$ cat config.mk
export PLATFORM = sky130hd
export DESIGN_NAME = gtl_timing_loopback
export DESIGN_NICKNAME = d
export VERILOG_FILES = /design/src/shared/gtl_pkg.sv /design/src/shared/gtl_tick_if.sv /design/src/hw/gtl_bit_timer.sv /design/src/hw/gtl_octet_counter.sv /design/src/hw/gtl_timing_loopback.sv
export SDC_FILE = /design/constraint.sdc
export NUM_CORES = 1
export LEC_CHECK = 0
export BUFFER_PORTS_ARGS = -buffer_cell sky130_fd_sc_hd__buf_4
export CAP_MARGIN = 20
export CORE_MARGIN = 4
export CORE_UTILIZATION = 54
export DETAILED_ROUTE_END_ITERATION = 7
export MAX_ROUTING_LAYER = met4
export PLACE_DENSITY = 0.83
export SYNTH_ARGS = -nofsm -noshare
export SYNTH_HDL_FRONTEND = slang
export SYNTH_SLANG_ARGS = --single-unit
$ cat constraint.sdc
create_clock -name core_clk -period 2.1 [get_ports core_clk]
set_input_delay 0.21 -clock core_clk [delete_from_list [all_inputs] [get_ports core_clk]]
set_output_delay 0.21 -clock core_clk [all_outputs]
set_load 0.02 [all_outputs]
$ cat src/shared/gtl_pkg.sv
// Package for the G.703 timing and loopback control block.
// Assumes one 10 MHz core clock; line bit rate is 64 kbit/s.
package gtl_pkg;
  localparam int CORE_CLK_HZ = 10000000;
  localparam int LINE_BIT_HZ = 64000;
  localparam int OCTET_HZ = 8000;
  localparam int BITS_PER_OCTET = LINE_BIT_HZ / OCTET_HZ;
  // Bit rate enable: rounded down, line period is 156.25 cycles
  localparam int BIT_DIV = CORE_CLK_HZ / LINE_BIT_HZ;
  localparam int MARK_BIT_POS = BITS_PER_OCTET - 1;
  // Reset values, as delivered
  localparam logic OCTET_EN_RESET = 1'h1;
  typedef enum logic [1:0] {
    GTL_LOOP_TIMING,
    GTL_INTERNAL_TIMING,
    GTL_MIN_REMOTE_LOOP,
    GTL_DUAL_LOOP
  } gtl_mode_t;
endpackage : gtl_pkg

$ cat src/shared/gtl_tick_if.sv
// Interface carrying a bit-rate tick and its octet position.
// Assumes a single clock domain.
`timescale 1ns/1ns
interface gtl_tick_if;
  logic tick;
  logic [2:0] bit_pos;
  modport src (output tick, output bit_pos);
  modport dst (input tick, input bit_pos);
endinterface : gtl_tick_if

$ cat src/hw/gtl_bit_timer.sv
// Internal bit-rate timer: one-cycle tick at the line bit rate.
// Assumes core_clk at the package rate.
`timescale 1ns/1ns
module gtl_bit_timer #(
  parameter int DIV = gtl_pkg::BIT_DIV
) (
  input wire logic core_clk,
  input wire logic rst,
  output logic tick
);
  // The counter is 16 bits wide, so longer periods cannot be served
  if (DIV < 2 || DIV > 65536) begin : g_div_check
    $error("gtl_bit_timer: DIV out of range");
  end
  logic [15:0] cnt_q, cnt_d;
  always_comb begin
    if (cnt_q == 16'(DIV - 1)) cnt_d = 16'h0;
    else cnt_d = cnt_q + 16'h1;
  end
  always_ff @(posedge core_clk or posedge rst) begin
    if (rst) cnt_q <= 16'h0;
    else cnt_q <= cnt_d;
  end
  assign tick = (cnt_q == 16'(DIV - 1));
endmodule : gtl_bit_timer

$ cat src/hw/gtl_octet_counter.sv
// Octet position counter driven by the selected transmit bit tick.
// Assumes the tick is a one-cycle pulse on core_clk.
`timescale 1ns/1ns
module gtl_octet_counter (
  input wire logic core_clk,
  input wire logic rst,
  input wire logic tick_in,
  gtl_tick_if.src tk
);
  logic [2:0] pos_q, pos_d;
  always_comb begin
    pos_d = pos_q;
    if (tick_in) pos_d = pos_q + 3'h1;
  end
  always_ff @(posedge core_clk or posedge rst) begin
    if (rst) pos_q <= 3'h0;
    else pos_q <= pos_d;
  end
  assign tk.tick = tick_in;
  assign tk.bit_pos = pos_q;
endmodule : gtl_octet_counter

$ cat src/hw/gtl_timing_loopback.sv
// Timing source, octet marker and loopback steering for one G.703 channel.
// Assumes line data and recovered line timing arrive synchronous to core_clk,
// with bit strobes as one-cycle pulses; line coding is done elsewhere.
`timescale 1ns/1ns
// How it works
// - Octet marker on LSB when octet timing on, in loop and internal timing only
// - Two selects decode into four timing modes
// - Internal mode uses the internal bit timer
// - Loop mode takes recovered line timing
// - Reset state: octet on, loop timing
// - Remote loopback relatches line data to transmitter
// - Remote loopback drops internal-side transmit data
// - Line receive keeps feeding internal side in all modes but dual loopback
// - Remote loopback returns line timing unchanged
// - Dual loopback returns internal data inward
// - Dual loopback returns line data outward
// - Each loop keeps its own clock
module gtl_timing_loopback #(
  parameter int BIT_DIV = gtl_pkg::BIT_DIV
) (
  input wire logic core_clk,
  input wire logic rst,
  input wire logic octet_timing_select,
  input wire logic timing_mode_select_low,
  input wire logic timing_mode_select_high,
  input wire logic cfg_load,
  input wire logic line_rx_data,
  input wire logic line_rx_tick,
  input wire logic line_rx_invert,
  input wire logic dm_rx_data,
  input wire logic dm_rx_tick,
  input wire logic dm_tx_src_data,
  output logic line_tx_data,
  output logic line_tx_tick,
  output logic line_tx_octet_mark,
  output logic dm_tx_data,
  output logic dm_tx_tick,
  output logic [1:0] mode_state
);
  if (BIT_DIV < 2 || BIT_DIV > 65536) begin : g_div_check
    $error("gtl_timing_loopback: BIT_DIV out of range");
  end

  gtl_pkg::gtl_mode_t mode_q, mode_d;
  logic octet_en_q, octet_en_d;
  logic int_tick;
  logic sel_tick;
  logic latch_q, latch_d;
  logic tx_q, tx_d;
  logic mark_q, mark_d;
  logic dmtx_q, dmtx_d;
  gtl_tick_if tk ();

  // Settings are static straps, sampled only on a clocked load after reset
  always_comb begin
    mode_d = mode_q;
    octet_en_d = octet_en_q;
    if (cfg_load) begin
      octet_en_d = octet_timing_select;
      case ({timing_mode_select_high, timing_mode_select_low})
        2'h0: mode_d = gtl_pkg::GTL_LOOP_TIMING;
        2'h1: mode_d = gtl_pkg::GTL_INTERNAL_TIMING;
        2'h2: mode_d = gtl_pkg::GTL_MIN_REMOTE_LOOP;
        default: mode_d = gtl_pkg::GTL_DUAL_LOOP;
      endcase
    end
  end
  always_ff @(posedge core_clk or posedge rst) begin
    if (rst) begin
      mode_q <= gtl_pkg::GTL_LOOP_TIMING;
      octet_en_q <= gtl_pkg::OCTET_EN_RESET;
    end else begin
      mode_q <= mode_d;
      octet_en_q <= octet_en_d;
    end
  end

  gtl_bit_timer #(.DIV(BIT_DIV)) u_timer (
    .core_clk(core_clk),
    .rst(rst),
    .tick(int_tick)
  );

  // Only internal timing runs from the local timer; every other mode follows the line
  always_comb begin
    case (mode_q)
      gtl_pkg::GTL_INTERNAL_TIMING: sel_tick = int_tick;
      default: sel_tick = line_rx_tick;
    endcase
  end

  gtl_octet_counter u_octet (
    .core_clk(core_clk),
    .rst(rst),
    .tick_in(sel_tick),
    .tk(tk)
  );

  // Stabilising latch also restores polarity of the received line bit
  always_comb begin
    latch_d = latch_q;
    if (line_rx_tick) latch_d = line_rx_data ^ line_rx_invert;
  end

  always_comb begin
    tx_d = tx_q;
    mark_d = mark_q;
    if (tk.tick) begin
      case (mode_q)
        gtl_pkg::GTL_MIN_REMOTE_LOOP, gtl_pkg::GTL_DUAL_LOOP:
          tx_d = latch_d;
        default: tx_d = dm_tx_src_data;
      endcase
      // Marker only in normal traffic; looped data goes back untouched
      mark_d = octet_en_q && (tk.bit_pos == 3'(gtl_pkg::MARK_BIT_POS))
        && (mode_q == gtl_pkg::GTL_LOOP_TIMING
        || mode_q == gtl_pkg::GTL_INTERNAL_TIMING);
    end
  end

  always_comb begin
    dmtx_d = dmtx_q;
    if (mode_q == gtl_pkg::GTL_DUAL_LOOP) begin
      if (dm_rx_tick) dmtx_d = dm_rx_data;
    end else if (line_rx_tick) begin
      dmtx_d = latch_d;
    end
  end

  always_ff @(posedge core_clk or posedge rst) begin
    if (rst) begin
      latch_q <= 1'h0;
      tx_q <= 1'h0;
      mark_q <= 1'h0;
      dmtx_q <= 1'h0;
    end else begin
      latch_q <= latch_d;
      tx_q <= tx_d;
      mark_q <= mark_d;
      dmtx_q <= dmtx_d;
    end
  end

  logic txt_q, dmt_q;
  always_ff @(posedge core_clk or posedge rst) begin
    if (rst) begin
      txt_q <= 1'h0;
      dmt_q <= 1'h0;
    end else begin
      txt_q <= tk.tick;
      dmt_q <= (mode_q == gtl_pkg::GTL_DUAL_LOOP) ? dm_rx_tick : line_rx_tick;
    end
  end

  assign line_tx_data = tx_q;
  assign line_tx_tick = txt_q;
  assign line_tx_octet_mark = mark_q;
  assign dm_tx_data = dmtx_q;
  assign dm_tx_tick = dmt_q;
  assign mode_state = mode_q;
endmodule : gtl_timing_loopback

==> summary.md <==
| Metric | Value |
|---|---|
| Clock Tree Root | clkbuf_4 |
| Post_cts resized | 0 |
| Pleak | 0.7124 nW |
| Number of synthesized register bits | 28 |
| Mapped Nets | 119 |
| Clock transition at the registers of the reported paths | 140 ps |
| Min Tclk post-route | 1939 ps |
| Post-DP HPWL | 1511 um |
| Mapped Area | 0.001262 sq mm |
| Inserted Clock Buffers | 3 |
| Fin. max-slew vios | 0 |
| FP Rows | 17 |
| Vias in the first global route | 894 |
| Outcome | completed |
| Skew-Pair Late Insertion Delay | 310 ps |
| Worst-Margin Slew | 315.0 ps |
| Crit-path cells | ha_1 > and4b_1 > and4_1 > mux2i_4 > mux2_4 |
| Die ar. | 0.003175 sq mm |
| Final Wtd Congestion | 0.8774 |
| Synth area leader | dfrtp_1 |
| Clk_skew | 1.068 ps |
| Cell count after synthesis | 104 |
| # IOs | 19 |
| Share of flip-flops with an asynchronous set or reset | 1.000 |
| Filler cell count | 162 |
| Wire per inst | 12.75 um |
| Final Cycle Share | 0.9234 |
| First-pass GRT wire length | 3760 um |
| Drt initial violations | 8 |
| Core Util, Final | 0.6742 |
| Slowest CP cell | dfrtp_1 |
| Grt ovf | 0 |
| Clock sinks | 28 |
| Syn avg cell area | 12.14 sq um |
| CP Max Fanout | 7 |
| Post-Route WL | 1976 um |
| Most numerous cell in the Yosys netlist | dfrtp_1 |
| RSZ-0062 raised after global routing | false |
| All-layer global routing usage | 0.1543 |
| Final setup fails | 0 |
| Worst R2R Path Depth | 5 |
| Initial antenna violation count | 0 |
| RR Endpoint | u_octet.tk.bit_pos[2] |
| Flop-to-flop setup slack | 160 ps |
| Area Overhead vs Synth | 18.14% |
| Vert. Die Dim | 56.35 um |
| Die span in x | 56.35 um |
| Top cells by count, synth | 27 x dfrtp_1, 9 x nor2_1, 8 x nand2_1, 8 x xnor2_1, 8 x xor2_1 |
| Synth top area cells | dfrtp_1 54%, xnor2_1 5.6%, xor2_1 5.6% |
| CTS Buffer Depth | 2 |
| Vias per cell | 5.245 |
| Total number of vias | 813 |
| Worst Hold Path EP | octet_en_q |
| Netlist cell types | 26 |
| Post-DRT Antenna Nets | 0 |
| Residual DRC count | 0 |
| Crit path largest cell delay | 430 ps |
| Final TNS setup | 0 ps |
| Worst ir drop on vdd | 645.7 uV |
| CTS tree | built |
| WP data required | 2310 ps |
| Hold Startpoint | octet_timing_select |
| Layout cell share with drive strength beyond 1 | 0.2677 |
| WP buf/inv | 0 |
| Antenna diodes | 0 |
| Worst rel slew slack | 0.7855 |
| Hold/Removal Path Class | in -> reg |
| # port buffers | 18 |
| TritonRoute pass-1 iters | 3 |
| Core ar. | 0.002212 sq mm |
| Yosys warns | 0 |
| CP delay by family, top | multiplexers |
| Number of max-cap violations | 0 |
| Top-area cell type share of the netlist area | 0.5352 |
| Largest net degree at the start of global routing | 29 |
| Hold Path Stages | 2 |
| Crit Path Category | reg -> reg |
| Endpoint class of the critical path | flop |
| H-tree levels | 1 |
| Worst setup SP type | flop |
| Post-synth EDFFs | 0 |
| RR Startpoint | u_timer.cnt_q[0] |
| Synth Flop Type | dfrtp_1 |
| WP depth | 5 |
| Initial core utilization | 0.5707 |
| Sequential share of the synthesized area | 0.5560 |
| Max frequency | 515.7 MHz |
| Count of final hold-check violations | 0 |
| CP arrival | 2150 ps |
| PwrDens | 793.0 mW/mm^2 |
| # nets final | 143 |
[layout by cell type (no fill, tap or decap), drive strengths merged]
master and n:
and3 2, and2b 1, nor4 2, o221a 1, nor2b 1, nand3 7, dfrtp 27, nand4 2
buf 19, and3b 1, clkbuf 3, bufinv 1, and4 1, nand2 8, mux2 8, and2 1
nor4b 1, a21oi 1, nor3 4, ha 3, mux2i 1, dlygate4sd3 1, and4b 1, dfstp 1
nor2 9, xor2 8, xnor2 8, inv 4
[kinds of logic (layout without fill, tap and decap cells)]
| logic type | Yosys count | in the layout | synth area share |
|---|---|---|---|
| xor gates and xnor gates | 16 | 16 | 0.1110 |
| muxes | 9 | 9 | 0.1011 |
| AOI/OAI and AO/OA | 2 | 2 | 0.01288 |
| and+or+nand+nor | 41 | 41 | 0.1685 |
| buffers and inverters | 5 | 28 | 0.02081 |
| DFF | 28 | 28 | 0.5560 |
| adders and majority gates | 3 | 3 | 0.02974 |
[layout make-up]
cell class	count	area [sq um]	share of cell area
sequential	28	701.9	0.4706
multi-input combinational	71	534.3	0.3582
timing repair buffer	20	152.6	0.1023
tap	28	35.03	0.02349
clock inverter	1	30.03	0.02013
clock buffer	3	22.52	0.01510
inverter	4	15.01	0.01007
[where the power goes]
| part | leakage [nW] | switching [W] | internal, W |
|---|---|---|---|
| sequential | 0.350 | 0.0000323 | 0.000594 |
| clock | 0.0279 | 0.000144 | 0.000193 |
| combinational | 0.334 | 0.0000905 | 0.000130 |
[per-layer routing]
| metal | track usage | vias to the layer above | part of all wire |
|---|---|---|---|
| met5 | - | - | 0 |
| met4 | 0.07119 | 0 | 0.0086 |
| met3 | 0.03448 | 2 | 0.028 |
| met2 | 0.2621 | 12 | 0.52 |
| met1 | 0.1721 | 401 | 0.44 |
| li1 | - | 398 | - |
[registers in the layout (all words and copies together), names as in the netlist]
register	cells
dm_tx_tick	1
latch_q	1
line_tx_tick	1
dm_tx_data	1
u_timer.cnt_q	16
mode_state	2
u_octet.tk.bit_pos	3
octet_en_q	1
line_tx_octet_mark	1
line_tx_data	1
[how the worst max path moves through the flow]
stage	start	to
after global placement	u_timer.cnt_q[0]	u_octet.tk.bit_pos[1]
after CTS	u_timer.cnt_q[0]	u_octet.tk.bit_pos[2]
final	u_timer.cnt_q[0]	u_octet.tk.bit_pos[2]
after global routing	u_timer.cnt_q[0]	u_octet.tk.bit_pos[2]
after detailed placement	u_timer.cnt_q[0]	u_octet.tk.bit_pos[2]
after floorplan	u_timer.cnt_q[0]	line_tx_data
[stage by stage]
| stage | cell area [sq um] | hold WS (ps) | cells | worst slack, ps | total power [W] |
|---|---|---|---|---|---|
| 5_1_grt | 1491 | 90.87 | 155 | 63.53 | 0.001260 |
| 6_report | 1491 | 117.9 | 155 | 160.8 | 0.001183 |
| 3_5_place_dp | 1429 | 315.0 | 150 | 198.8 | 0.0008576 |
| 4_1_cts | 1491 | 103.1 | 155 | 160.4 | 0.001201 |
| 3_3_place_gp | 1429 | 291.9 | 150 | 253.5 | 0.0008487 |
| 2_1_floorplan | 1262 | 274.7 | 104 | 286.4 | 0.0007809 |
[timing repair]
action,in CTS,in global routing
endpoints found under the hold margin,27,0
buffers inserted,0,0
hold buffers,1,0
No activity file was read; power rests on OpenSTA's default activity.
